===== src/common/supply_monitor_pkg.sv =====
// Purpose: constants and carriers for the supply monitor control block
// Assumes: 8-bit register port, 25 MHz sys_clk
// Notes: offsets are word indices on the plain register port
package supply_monitor_pkg;
   localparam int CLK_HZ = 25000000;
   // register offsets
   localparam logic [3:0] ADDR_CONTROL = 4'h0;
   localparam logic [3:0] ADDR_IRQ_CTRL = 4'h1;
   localparam logic [3:0] ADDR_STATUS = 4'h2;
   localparam logic [3:0] ADDR_MASK = 4'h3;
   // control field positions
   localparam int BIT_LOW_SUPPLY = 5;
   localparam int BIT_DET_EN = 4;
   localparam int BIT_BG_EN = 3;
   // irq control field positions
   localparam int BIT_IRQ_EN = 0;
   localparam int BIT_IRQ_FLAG = 1;
   localparam int BIT_GROUP_EN = 2;
   localparam int BIT_GLOBAL_EN = 3;
   // reset values
   localparam logic [7:0] CONTROL_RESET = 8'h00;
   localparam logic [7:0] IRQ_CTRL_RESET = 8'h00;
   localparam logic [1:0] MASK_RESET = 2'h0;
   // detector settle and interrupt delays, microseconds
   localparam int T_SETTLE_US = 100;
   localparam int T_IRQ_DELAY_US = 45;
   localparam int SETTLE_CYCLES = T_SETTLE_US * (CLK_HZ / 1000000);
   localparam int IRQ_DELAY_CYCLES = T_IRQ_DELAY_US * (CLK_HZ / 1000000);
   localparam int CNT_W = 12;
   typedef enum logic [1:0] {DET_OFF, DET_SETTLE, DET_ARMED} det_state_e;
   typedef struct packed {
      logic [3:0] addr;
      logic [7:0] wdata;
      logic wr;
      logic rd;
   } reg_req_s;
endpackage


===== src/rtl/supply_monitor_ctrl.sv =====
// Purpose: control and status of a supply low-voltage detector
// Assumes: comparator output synchronous to sys_clk; power modes given as levels
// Notes: status sticky bits: 0 = irq flag raised, 1 = detector settled
//        map: 0 control, 1 irq control, 2 status (clear on read), 3 mask
//        low-supply flag reads zero while the detector is off or asleep
//        one counter times the settle and then the low-supply run
//        irq flag sets once per low episode; a rise back above the threshold rearms it
//        software may set the irq flag itself; the wake-up still fires on the hardware set
//
// How it works
// three-bit select picks one of eight thresholds from 2.0 V to 4.0 V
// read-only low-supply flag at control bit 5, high while supply below threshold
// enable bit 4 switches detector on, clearing it switches off
// bandgap on when bit 3 set, or detector or low-voltage reset enabled
// control bits 7 and 6 read zero
// sleep forces detector off even with enable set
// software waits the settle time before trusting the flag
// flag may chatter near threshold; logic tolerates repeated edges
// irq flag rises only after a fixed delay past the flag rising
// in idle with enable set detector runs, irq flag wakes device
// software sets irq flag before idle to suppress wake-up; here wake_request ignores the flag
// request is one source of a shared group, own enable and flag
// request reaches cpu only with own, group and global enables set
`timescale 1ns/10ps
module supply_monitor_ctrl (
   input wire logic sys_clk,
   input wire logic reset,
   input wire supply_monitor_pkg::reg_req_s req,
   output logic [7:0] rdata,
   input wire logic comparator_low,
   input wire logic sleep_mode,
   input wire logic idle_mode,
   input wire logic low_voltage_reset_en,
   output logic [2:0] threshold_select,
   output logic detector_power,
   output logic bandgap_on,
   output logic detector_irq_req,
   output logic wake_request,
   output logic irq
);
   logic [2:0] threshold_q;
   logic bandgap_en_q;
   logic det_en_q;
   logic [7:0] irq_ctrl_q;
   logic [1:0] status_q;
   logic [1:0] mask_q;
   logic low_supply_q;
   logic [supply_monitor_pkg::CNT_W-1:0] cnt_q;
   supply_monitor_pkg::det_state_e state_q;
   logic det_on;
   logic wr_ctrl;
   logic wr_irq;
   logic irq_set;
   logic settle_done;
   logic irq_done;
   logic wr_mask;
   logic rd_ctrl;
   logic rd_irq;
   logic rd_status;
   logic rd_mask;
   logic status_clr;
   logic [1:0] status_set;
   logic irq_gate;
   logic bandgap_demand;
   logic wake_event;
   logic low_supply_d;
   logic [7:0] rdata_d;

   // detector runs when enabled and not asleep; idle keeps it running
   assign det_on = det_en_q & ~sleep_mode;
   assign wr_ctrl = req.wr && req.addr == supply_monitor_pkg::ADDR_CONTROL;
   assign wr_irq = req.wr && req.addr == supply_monitor_pkg::ADDR_IRQ_CTRL;
   assign irq_set = state_q == supply_monitor_pkg::DET_ARMED && low_supply_q && det_on
      && cnt_q == supply_monitor_pkg::CNT_W'(supply_monitor_pkg::IRQ_DELAY_CYCLES);
   assign settle_done = state_q == supply_monitor_pkg::DET_SETTLE
      && cnt_q == supply_monitor_pkg::CNT_W'(supply_monitor_pkg::SETTLE_CYCLES);
   assign irq_done = state_q == supply_monitor_pkg::DET_ARMED
      && cnt_q == supply_monitor_pkg::CNT_W'(supply_monitor_pkg::IRQ_DELAY_CYCLES + 1);

   // remaining register decodes
   assign wr_mask = req.wr && req.addr == supply_monitor_pkg::ADDR_MASK;
   assign rd_ctrl = req.rd && req.addr == supply_monitor_pkg::ADDR_CONTROL;
   assign rd_irq = req.rd && req.addr == supply_monitor_pkg::ADDR_IRQ_CTRL;
   assign rd_status = req.rd && req.addr == supply_monitor_pkg::ADDR_STATUS;
   assign rd_mask = req.rd && req.addr == supply_monitor_pkg::ADDR_MASK;

   // status events and their clear
   assign status_clr = rd_status;
   assign status_set = {settle_done, irq_set};

   // request gate: own enable, flag, group and global enables
   assign irq_gate = irq_ctrl_q[supply_monitor_pkg::BIT_IRQ_EN]
      & irq_ctrl_q[supply_monitor_pkg::BIT_IRQ_FLAG]
      & irq_ctrl_q[supply_monitor_pkg::BIT_GROUP_EN]
      & irq_ctrl_q[supply_monitor_pkg::BIT_GLOBAL_EN];

   // bandgap demand: own bit, running detector or the reset function
   assign bandgap_demand = bandgap_en_q | det_on | low_voltage_reset_en;

   // wake only from idle, once per raised flag
   assign wake_event = idle_mode & irq_set;

   // comparator seen only while the detector is powered
   assign low_supply_d = det_on & comparator_low;

   // threshold select field
   always_ff @(posedge sys_clk or posedge reset) begin
      if (reset) begin
         threshold_q <= supply_monitor_pkg::CONTROL_RESET[2:0];
      end else if (wr_ctrl) begin
         threshold_q <= req.wdata[2:0];
      end
   end

   // bandgap output enable bit
   always_ff @(posedge sys_clk or posedge reset) begin
      if (reset) begin
         bandgap_en_q <= supply_monitor_pkg::CONTROL_RESET[supply_monitor_pkg::BIT_BG_EN];
      end else if (wr_ctrl) begin
         bandgap_en_q <= req.wdata[supply_monitor_pkg::BIT_BG_EN];
      end
   end

   // detector enable bit; write bits 7 to 5 are dropped
   always_ff @(posedge sys_clk or posedge reset) begin
      if (reset) begin
         det_en_q <= supply_monitor_pkg::CONTROL_RESET[supply_monitor_pkg::BIT_DET_EN];
      end else if (wr_ctrl) begin
         det_en_q <= req.wdata[supply_monitor_pkg::BIT_DET_EN];
      end
   end

   // low-supply flag follows comparator only while detector on
   always_ff @(posedge sys_clk or posedge reset) begin
      if (reset) begin
         low_supply_q <= 1'b0;
      end else begin
         low_supply_q <= low_supply_d;
      end
   end

   // detector sequencing: off, settling, armed; sleep or disable drops to off
   always_ff @(posedge sys_clk or posedge reset) begin
      if (reset) begin
         state_q <= supply_monitor_pkg::DET_OFF;
      end else if (!det_on) begin
         state_q <= supply_monitor_pkg::DET_OFF;
      end else begin
         case (state_q)
            supply_monitor_pkg::DET_OFF: begin
               state_q <= supply_monitor_pkg::DET_SETTLE;
            end
            supply_monitor_pkg::DET_SETTLE: begin
               if (settle_done) begin
                  state_q <= supply_monitor_pkg::DET_ARMED;
               end
            end
            default: begin
               state_q <= supply_monitor_pkg::DET_ARMED;
            end
         endcase
      end
   end

   // shared counter: settle time first, then the low-supply run length
   always_ff @(posedge sys_clk or posedge reset) begin
      if (reset) begin
         cnt_q <= '0;
      end else if (!det_on) begin
         cnt_q <= '0;
      end else begin
         case (state_q)
            supply_monitor_pkg::DET_OFF: begin
               cnt_q <= '0;
            end
            supply_monitor_pkg::DET_SETTLE: begin
               if (settle_done) begin
                  cnt_q <= '0;
               end else begin
                  cnt_q <= cnt_q + 1'b1;
               end
            end
            default: begin
               if (!low_supply_q) begin
                  cnt_q <= '0;
               end else if (!irq_done) begin
                  cnt_q <= cnt_q + 1'b1; // stops one past the delay: one set per episode
               end
            end
         endcase
      end
   end

   // irq control: own enable, hardware-set flag, group and global enables
   always_ff @(posedge sys_clk or posedge reset) begin
      if (reset) begin
         irq_ctrl_q <= supply_monitor_pkg::IRQ_CTRL_RESET;
      end else begin
         if (wr_irq) begin
            irq_ctrl_q <= {4'h0, req.wdata[3:0]};
         end
         if (irq_set) begin
            irq_ctrl_q[supply_monitor_pkg::BIT_IRQ_FLAG] <= 1'b1;
         end
      end
   end

   // sticky status, one flop per event; a read clears, a same-cycle set wins
   for (genvar i = 0; i < 2; i++) begin : g_status
      always_ff @(posedge sys_clk or posedge reset) begin
         if (reset) begin
            status_q[i] <= 1'b0;
         end else if (status_set[i]) begin
            status_q[i] <= 1'b1;
         end else if (status_clr) begin
            status_q[i] <= 1'b0;
         end
      end
   end

   // interrupt mask
   always_ff @(posedge sys_clk or posedge reset) begin
      if (reset) begin
         mask_q <= supply_monitor_pkg::MASK_RESET;
      end else if (wr_mask) begin
         mask_q <= req.wdata[1:0];
      end
   end

   // read mux, zero when no read or the index is unmapped
   always_comb begin
      rdata_d = 8'h00;
      if (rd_ctrl) begin
         rdata_d = {2'h0, low_supply_q, det_en_q, bandgap_en_q, threshold_q};
      end else if (rd_irq) begin
         rdata_d = irq_ctrl_q;
      end else if (rd_status) begin
         rdata_d = {6'h00, status_q};
      end else if (rd_mask) begin
         rdata_d = {6'h00, mask_q};
      end
   end

   // read data one cycle after the strobe, zero otherwise
   always_ff @(posedge sys_clk or posedge reset) begin
      if (reset) begin
         rdata <= 8'h00;
      end else begin
         rdata <= rdata_d;
      end
   end

   // threshold select to the analog side
   always_ff @(posedge sys_clk or posedge reset) begin
      if (reset) begin
         threshold_select <= 3'h0;
      end else begin
         threshold_select <= threshold_q;
      end
   end

   // detector power switch
   always_ff @(posedge sys_clk or posedge reset) begin
      if (reset) begin
         detector_power <= 1'b0;
      end else begin
         detector_power <= det_on;
      end
   end

   // bandgap reference switch
   always_ff @(posedge sys_clk or posedge reset) begin
      if (reset) begin
         bandgap_on <= 1'b0;
      end else begin
         bandgap_on <= bandgap_demand;
      end
   end

   // gated request into the shared interrupt group
   always_ff @(posedge sys_clk or posedge reset) begin
      if (reset) begin
         detector_irq_req <= 1'b0;
      end else begin
         detector_irq_req <= irq_gate;
      end
   end

   // one-cycle wake pulse while idle
   always_ff @(posedge sys_clk or posedge reset) begin
      if (reset) begin
         wake_request <= 1'b0;
      end else begin
         wake_request <= wake_event;
      end
   end

   // level interrupt from unmasked sticky status
   always_ff @(posedge sys_clk or posedge reset) begin
      if (reset) begin
         irq <= 1'b0;
      end else begin
         irq <= |(status_q & mask_q);
      end
   end
endmodule // supply_monitor_ctrl


===== config.mk =====
export PLATFORM = sky130hd
export DESIGN_NAME = supply_monitor_ctrl
export DESIGN_NICKNAME = d
export VERILOG_FILES = /design/src/common/supply_monitor_pkg.sv /design/src/rtl/supply_monitor_ctrl.sv
export SDC_FILE = /design/constraint.sdc
export NUM_CORES = 1
export LEC_CHECK = 0
export BUFFER_PORTS_ARGS = -buffer_cell sky130_fd_sc_hd__buf_2
export CAP_MARGIN = 20
export CELL_PAD_IN_SITES_DETAIL_PLACEMENT = 0
export CELL_PAD_IN_SITES_GLOBAL_PLACEMENT = 1
export CORE_ASPECT_RATIO = 1.25
export CORE_UTILIZATION = 43
export DETAILED_ROUTE_END_ITERATION = 7
export PLACE_DENSITY_LB_ADDON = 0.1
export SLEW_MARGIN = 40
export SYNTH_ARGS = -nofsm -noshare
export SYNTH_HDL_FRONTEND = slang
export SYNTH_SLANG_ARGS = --single-unit
export TNS_END_PERCENT = 5

===== constraint.sdc =====
create_clock -name sys_clk -period 2.4 [get_ports sys_clk]
set_input_delay 0.12 -clock sys_clk [delete_from_list [all_inputs] [get_ports sys_clk]]
set_output_delay 0.12 -clock sys_clk [all_outputs]
set_load 0.02 [all_outputs]

After elaboration in Yosys (flattened, before gate mapping)
Index checks and enable logic that the tools add are counted.
- logic and storage cells: 74
- bits in registers: 44
- input port bits: 20
- output and inout bits: 16
- reductions and logical operators: 18
- multiplexer cells: 17
- equal/unequal tests: 10
- add/sub/neg operators: 1
- bitwise operators: 10
- operator list (operator ; count):
    two-way mux 12 bit ; 4
    equality test 12 x 11 -> 1 bit (second input constant) ; 2
    one-hot mux 12 bit (2 select lines) ; 1
    adder 12 x 1 -> 12 bit (second input constant) ; 1
    equality test 12 bit (second input constant) ; 1
    logical AND 1 bit ; 12
    two-way mux 2 bit ; 5
    equality test 4 x 2 -> 1 bit (second input constant) ; 2
    AND 1 bit ; 6
    two-way mux 6 bit ; 1
    nonzero test 2 bit ; 3
    inequality test 5 x 3 -> 1 bit (second input constant) ; 1
    equality test 4 x 1 -> 1 bit (second input constant) ; 1
    logical NOT 4 bit ; 1
    two-way mux 1 bit ; 4
    two-way mux 4 bit ; 1
    one-hot mux 2 bit (2 select lines) ; 1
    inequality test 3 bit (second input constant) ; 1
    AND 2 bit ; 1
    equality test 2 x 1 -> 1 bit (second input constant) ; 1
    equality test 2 bit (second input constant) ; 1
    logical NOT 2 bit ; 1
    OR 1 bit ; 2
    OR reduction 2 bit ; 1
    NOT 1 bit ; 1

Depth between registers and ports, before layout
Gate-level depths: netlist (run 1).
- depth in word-level cells: 6
- mapped depth: 6
- mapped depth without buffers: 6

Worst setup path after synthesis (run 1)
Ideal clock, no wire load.
- kind: register -> register
- start point: register cnt_q[3] (netlist bit)
- end point: register cnt_q[3] (netlist bit)
- arrival time: 1.574 ns
- clock period less this slack: 1.700 ns
- path buffers: 0
- data required time: 2.274 ns
- slack: 0.700 ns
- setup time: 0.126 ns
- cell stages (with the launch flop): 5
- cells stage by stage: dfrtp_1 or4b_4 nor4_4 a21oi_1 mux2i_1
- longest elaborated chain between the ends: 5
- elaborated cells between the ends (all ways): 11
- those cells by class: 1 x add/sub; 3 x eq/ne; 5 x mux; 2 x reduce/logical
- ends and longest elaborated chain (element ; RTL line ; text):
    start, declared ; supply_monitor_ctrl.sv:48 ; logic [supply_monitor_pkg::CNT_W-1:0] cnt_q;
    start signal, assigned ; supply_monitor_ctrl.sv:180 ; cnt_q <= cnt_q + 1'b1;
    start signal, assigned ; supply_monitor_ctrl.sv:187 ; cnt_q <= cnt_q + 1'b1;
    adder 12 x 1 -> 12 bit or equality test 12 bit (tied branches) ; supply_monitor_ctrl.sv:180, supply_monitor_ctrl.sv:187, supply_monitor_ctrl.sv:76 ;
    two-way mux 12 bit or logical AND 1 bit (tied branches) ; supply_monitor_ctrl.sv:186, supply_monitor_ctrl.sv:76 ;
    two-way mux 12 bit (on tied branches) ; supply_monitor_ctrl.sv:184, supply_monitor_ctrl.sv:177 ;
    one-hot mux 12 bit (2 select lines) ; supply_monitor_ctrl.sv:172 ; case (state_q)
    two-way mux 12 bit ; supply_monitor_ctrl.sv:169 ; end else if (!det_on) begin
Parallel ways exist; a longest one is shown, timed or not. The select of a mux whose other input is x is not followed.
A chain may end at the register's enable or synchronous reset.

Worst setup path after layout (run 1)
- start point: register cnt_q[3] (netlist bit)
- end point: register cnt_q[0] (netlist bit)
- longest elaborated chain between the ends: 5
- elaborated cells between the ends (all ways): 8
- those cells by class: 3 x eq/ne; 3 x mux; 2 x reduce/logical
- ends and longest elaborated chain (element ; RTL line ; text):
    equality test 12 bit ; supply_monitor_ctrl.sv:76 ; && cnt_q == supply_monitor_pkg::CNT_W'(supply_monitor_pkg::SETTLE_CYCLES);
    logical AND 1 bit ; supply_monitor_ctrl.sv:76 ;
    two-way mux 12 bit ; supply_monitor_ctrl.sv:177 ; if (settle_done) begin
    one-hot mux 12 bit (2 select lines) ; supply_monitor_ctrl.sv:172 ;
    two-way mux 12 bit ; supply_monitor_ctrl.sv:169 ;
Parallel ways exist; a longest one is shown, timed or not.

==> results of run 1 <==
-- synthesized netlist by cell type (3+ instances only) --
library cell	instances	share of area, %
a22o_1	3	1.4
a22oi_1	4	1.6
and2_1	4	1.3
dfrtp_1	42	55
ha_1	4	2.6
inv_1	5	0.99
mux2_2	10	5.9
mux2i_1	3	1.6
nand2_1	13	2.6
nand3_1	12	3.2
nand4_1	5	1.6
nor2_1	12	2.4
o21ai_0	3	0.79
xnor2_1	5	2.3
xor2_1	3	1.4
-- routing by layer --
metal / up-vias / wire length (um)
met3: 9 / 176
met1: 655 / 1430
met4: 0 / 103
met5: - / 0
li1: 664 / -
met2: 38 / 1940
-- final cells by class --
type	count	area, sq um
fillers	393	1930
flip-flops and latches	42	1050
multi-input cells	116	812
repair buffers	32	168
well taps	56	70.1
clock buffers	5	68.8
clock inverters	3	43.8
inverters	5	18.8
-- repair_timing --
item | CTS | global route
hold buffers | 1 | 0
setup buffers | 0 | 0
hold endpoints to repair | 42 | 0
-- per-stage QoR --
| step | setup WS (ns) | hold WS [ns] | power [W] | util (%) | instance area (sq um) |
|---|---|---|---|---|---|
| after CTS | 0.466 | 0.00565 | 0.00157 | 53.6 | 2230 |
| final | 0.474 | 0.00863 | 0.00155 | 53.6 | 2230 |
| after global routing | 0.283 | 0.00757 | 0.00162 | 53.6 | 2230 |
| after detailed placement | 0.479 | 0.282 | 0.00100 | 50.7 | 2110 |
| after floorplan | 0.700 | 0.229 | 0.000940 | - | 1900 |
| after global placement | 0.497 | 0.272 | 0.00100 | 50.7 | 2110 |
-- sequential cells by signal (all words and copies together) (netlist names) --
name and count:
irq_ctrl_q 4, low_supply_q 1, state_q 2, threshold_q 3, detector_irq_req 1, det_en_q 1, status_q 2, irq 1
rdata 6, detector_power 1, wake_request 1, threshold_select 3, cnt_q 12, bandgap_en_q 1, bandgap_on 1, mask_q 2
-- worst register-to-register path, stage by stage (launching register included) --
cell and delay [ns]:
dfrtp_1 0.44, nor4b_1 0.52, nand4_1 0.36, nand2_1 0.38
o21ai_1 0.11
-- cells by family after synthesis --
kind of cell    synth area share, %
simple gates                   22.4
flops                          55.4
compound gates                 6.20
mux                            7.52
xor+xnor                       3.69
buf+inv                        1.98
fa+ha+maj                      2.64
other cells                   0.198
-- worst paths after layout --
kind | from | end | cells past startpoint
worst max register to register | cnt_q[3] | cnt_q[0] | 4
min in group asynchronous | reset | cnt_q[7] | 4
max in group asynchronous | reset | mask_q[1] | 4
worst min-delay path | low_voltage_reset_en | bandgap_on | 2
worst max-delay path | cnt_q[3] | cnt_q[0] | 4
worst min register to register | threshold_q[0] | threshold_select[0] | 0
-- report_power, final --
group	internal [W]	total, W	switching, W
Clock	0.000312	0.000562	0.000250
Combinational	0.0000738	0.000167	0.0000928
Sequential	0.000778	0.000820	0.0000418
-- placed cells by master (no fill, tap or decap), drive strengths merged, types with 3 or more instances in the layout --
master and instances:
nor4 3, clkbuf 5, nand2 13, inv 6
nor2 12, nand4 5, and4 3, mux2 10
a22oi 4, mux2i 3, xnor2 5, nand3 12
ha 4, a22o 3, o21ai 4, xor2 3
and2 4, dfrtp 42, buf 31
==> impl_metrics.yaml, run 1 <==
clock_network:
  clk_pin_slew_worst_paths_ns: 0.08
  clk_path_buf_depth: 2
  cts_resized: 0
  cts_tree: "yes"
  clk_latency_ns: 0.29
  clock-sinks: 42
  cts_buffers: 5
  cts_root_buffer: "clkbuf_8"
  htree_levels: 2
grt:
  grt_util_met1_pct: 18.3
  grt.busiest_layer: "met2"
  grt_first_pass_wirelength_um: 5930
  antenna_found_initial: 0
  grt-ovfl-total: 0
  grt_use_met3_pct: 3.23
  grtUsageTotal_pct: 17.3
  first_global_vias: 1351
  grt_max_degree: 43
  grt.met2_usage_pct: 30.4
timing:
  setup_viol: 0
  worstMarginPinSlew_ns: 0.610
  period_needed_ns: 1.93
  finalCritPeriodShare_pct: 80.2
  fmax_mhz: 519
  rsz0062_at_grt: "false"
  skew_ns: 0.00250
  max_slew_margin_pct: 59.2
  setup_tns_ns: 0
  hold_viol: 0
  report.final.slew_viol_count: 0
setup_path:
  cp_num_buf_inv: 0
  path_cells: "nor4b_1 > nand4_1 > nand2_1 > o21ai_1"
  worstSetupEndpointType: "flop"
  r2r_setup_slack_ns: 0.47
  arrival_ns: 2.10
  crit_family: "simple AND/OR/NAND/NOR gates"
  required_ns: 2.58
  cp_max_fo: 9
  slowest_delay_ns: 0.52
  crit_type: "flop to flop"
  startpoint_type: "flop"
  critPathSlowestCell: "nor4b_1"
route:
  drcViolationCount: 0
  final_antenna_net_count: 0
  vias: 1366
  drt-wirelength-per-cell_um: 14.1
  drt_iter0_markers: 53
  first_pass_iters: 4
  avgViaCountPerCell: 5.27
  drt_wl_total_um: 3650
power:
  irDropWorstVdd_uv: 339
  power.density_nw_per_um2: 694
  p_leak_nw: 1.04
final_layout:
  area_growth_pct: 17.7
  diodes: 0
  drive_above_1_share_pct: 26.1
  instances_no_fill: 259
  final_nets: 226
synth:
  synth_area_per_cell_sq_um: 11.5
  ys_warn_count: 0
  synth_cells: 165
  synth-edff-count: 0
  async_flop_share_pct: 100
  ys_types: 41
  ys_ff_latch: 42
  synth_area_sq_um: 1900
  synthFlopType: "dfrtp_1"
  seq_area_frac_synth_pct: 55.4
place:
  place_congestion: 0.789
  port-buffer-count: 30
  dp_cells: 250
  place_hpwl_um: 2640
floorplanning:
  die_area_sq_um: 4680
  die_x_um: 61.4
  num_rows: 26
  core_area_sq_um: 4160
  ioPinCount: 36
  die_h_um: 76.3
  initial_core_util_pct: 45.6
flow_run:
  max-cap-violations: 0
hold_path:
  hold_class: "input pin to flop"
run_status:
  outcome: "finished, final reports clean"
Note: power is estimated with default switching activity, not from simulation.
==> inputs of run 2 (changes only) <==
--- a/config.mk
+++ b/config.mk
@@ -5,12 +5,13 @@
 export SDC_FILE = /design/constraint.sdc
 export NUM_CORES = 1
 export LEC_CHECK = 0
+export ABC_AREA = 1
 export BUFFER_PORTS_ARGS = -buffer_cell sky130_fd_sc_hd__buf_2
 export CAP_MARGIN = 20
 export CELL_PAD_IN_SITES_DETAIL_PLACEMENT = 0
 export CELL_PAD_IN_SITES_GLOBAL_PLACEMENT = 1
 export CORE_ASPECT_RATIO = 1.25
-export CORE_UTILIZATION = 43
+export CORE_UTILIZATION = 41
 export DETAILED_ROUTE_END_ITERATION = 7
 export PLACE_DENSITY_LB_ADDON = 0.1
 export SLEW_MARGIN = 40
==> constraint.sdc (replaced) <==
create_clock -name sys_clk -period 1.87 [get_ports sys_clk]
set_input_delay 0.0935 -clock sys_clk [delete_from_list [all_inputs] [get_ports sys_clk]]
set_output_delay 0.0935 -clock sys_clk [all_outputs]
set_load 0.02 [all_outputs]
==> run 2 against run 1 <==
Area after synthesis increased by 6.5%. Flip-flop and latch count unchanged. Maximum frequency increased by 27%. Setup slack got worse by 0.12 ns. Largest cell class unchanged. Combinational power increased by 81%.
==> impl_metrics.yaml, run 2 <==
floorplanning:
  initial_core_util_pct: 42.7
  die_area_sq_um: 5210
  ioPinCount: 36
  core_area_sq_um: 4730
  num_rows: 28
  die_x_um: 64.8
  die_h_um: 80.5
power:
  p_leak_nw: 1.19
  power.density_nw_per_um2: 870
  irDropWorstVdd_uv: 588
  power_w: 0.00207
synth:
  synth-edff-count: 0
  synth_cells: 238
  seq_area_frac_synth_pct: 52.0
  ys_warn_count: 0
  yosysMostFrequentCell: "nand2_1"
  synth_area_leaders: "dfrtp_1, nand2_1, inv_1"
  ys_ff_latch: 42
  synth_area_per_cell_sq_um: 8.49
  synth_common_cells: "nand2_1, dfrtp_1, inv_1, nor2_1, nand3_1"
  synth_top_family_by_area: "simple AND/OR/NAND/NOR gates"
  synth-compound-area-share_pct: 6.13
  synth_top_area_share_pct: 52.0
  synth-simple-area-share_pct: 28.5
  synth_xor_area_share_pct: 1.73
  synth_area_sq_um: 2020
  ys_types: 29
  async_flop_share_pct: 100
  synthFlopType: "dfrtp_1"
  synth_adder_area_share_pct: 2.48
  synth_mux_area_share_pct: 0
  synth_area_leader_cell: "dfrtp_1"
setup_path:
  crit_type: "flop to flop"
  cp_max_fo: 7
  required_ns: 2.06
  arrival_ns: 1.71
  worstSetupEndpointType: "flop"
  startpoint_type: "flop"
grt:
  first_global_vias: 1515
  grt-ovfl-total: 0
  grt_util_met1_pct: 19.4
  grt_use_met3_pct: 3.41
  grt_max_degree: 43
  antenna_found_initial: 0
  grt_first_pass_wirelength_um: 6720
  grt.met2_usage_pct: 30.4
  grt.busiest_layer: "met2"
  grtUsageTotal_pct: 17.3
final_layout:
  drive_above_1_share_pct: 20.1
  diodes: 0
  regArea_sq_um: 1050
  finish.instance_area_sq_um: 2380
  largest_register_ff_count: 12
  fillCellCount: 499
  final_util_pct: 50.2
  final_nets: 301
  multi_input_area_sq_um: 792
  area_growth_pct: 17.6
  largest_registers: "cnt_q: 12 flops, rdata: 6 flops, irq_ctrl_q: 4 flops"
  final_common_cell: "nand2_1"
  top_register: "cnt_q"
  layout_common_cells: "nand2_1, inv_1, dfrtp_1"
timing:
  setup_viol: 0
  fin_ws_ns: 0.350
  report.final.slew_viol_count: 0
  skew_ns: 0.00858
  period_needed_ns: 1.52
  max_slew_margin_pct: 64.9
  finalCritPeriodShare_pct: 81.3
  worstMarginPinSlew_ns: 0.526
  hold_viol: 0
  rsz0062_at_grt: "false"
  setup_tns_ns: 0
  fmax_mhz: 658
place:
  pre_cts_ws_ns: 0.329
  port-buffer-count: 30
  place_hpwl_um: 3100
  placed_area_sq_um: 2240
  place_congestion: 0.763
route:
  final_antenna_net_count: 0
  drt_iter0_markers: 33
  first_pass_iters: 4
  drcViolationCount: 0
  drt_wl_total_um: 4050
  drt-wirelength-per-cell_um: 12.0
  avgViaCountPerCell: 4.67
  vias: 1579
clock_network:
  clk_latency_ns: 0.29
  cts_buffers: 5
  clk_path_buf_depth: 2
  clock-sinks: 42
  cts_tree: "yes"
  cts_root_buffer: "clkbuf_8"
  htree_levels: 2
  clk_pin_slew_worst_paths_ns: 0.08
run_status:
  outcome: "finished, final reports clean"
flow_run:
  max-cap-violations: 0
hold_path:
  hold_class: "input pin to flop"
==> run 2: final timing paths <==
check / startpoint / endpoint / cells after the start / slack (ns)
max reg2reg: cnt_q[0] / cnt_q[9] / 11 / 0.35
min: comparator_low / low_supply_q / 3 / 0.009
min reg2reg: threshold_q[1] / threshold_select[1] / 0 / 0.41
max in group asynchronous: reset / rdata[1] / 4 / 1.01
min in group asynchronous: reset / cnt_q[9] / 4 / 0.49
max: cnt_q[0] / cnt_q[9] / 11 / 0.35
==> run 2: cell families after synthesis <==
family,Yosys count
buffers and inverters,45
XOR/XNOR,4
flip-flops,42
adder cells (fa/ha/maj),4
AO/OA/AOI/OAI,22
AND/OR/NAND/NOR,120
other,1
==> run 2: final cells by class <==
cell class / instances / area share, %
clock buffer: 5 / 2.90
multi-input combinational: 152 / 33.3
inverter: 43 / 7.00
timing repair buffer: 33 / 7.48
sequential: 42 / 44.2
tap: 60 / 3.16
clock inverter: 3 / 1.90
==> run 2: metrics by stage <==
stage,cells,hold slack [ns]
after floorplan,239,0.194
after global placement,328,0.253
after detailed placement,328,0.256
after CTS,338,0.00277
after global routing,338,0.0251
final,338,0.00865
==> run 2: report_power, final <==
part	total [W]	switching (W)	leakage [nW]	internal (W)
clock	0.000715	0.000318	0.0504	0.000397
combinational	0.000303	0.000205	0.592	0.0000983
sequential	0.00105	0.0000453	0.549	0.00100
total	0.00207	0.000568	1.19	0.00150
==> run 2: per-layer routing <==
metal | routed length [um] | vias to the layer above
li1 | - | 817
met1 | 1710 | 728
met2 | 2150 | 24
met3 | 88 | 10
met4 | 107 | 0
met5 | 0 | -
==> run 2: critical path, stage by stage, from the launching register on <==
cell	delay [ns]
dfrtp_1	0.43
inv_1	0.11
ha_1	0.16
nand2_1	0.05
inv_1	0.05
nand2_1	0.04
nor2_1	0.08
nand2_1	0.10
nand2_2	0.12
nand2_4	0.08
nand2_4	0.12
nor2_1	0.07
==> run 2: what timing repair did <==
item / CTS / global route
buffers inserted: 0 / 0
hold buffers: 2 / 0
resized for setup: 0 / 0
endpoints found under the hold margin: 43 / 0
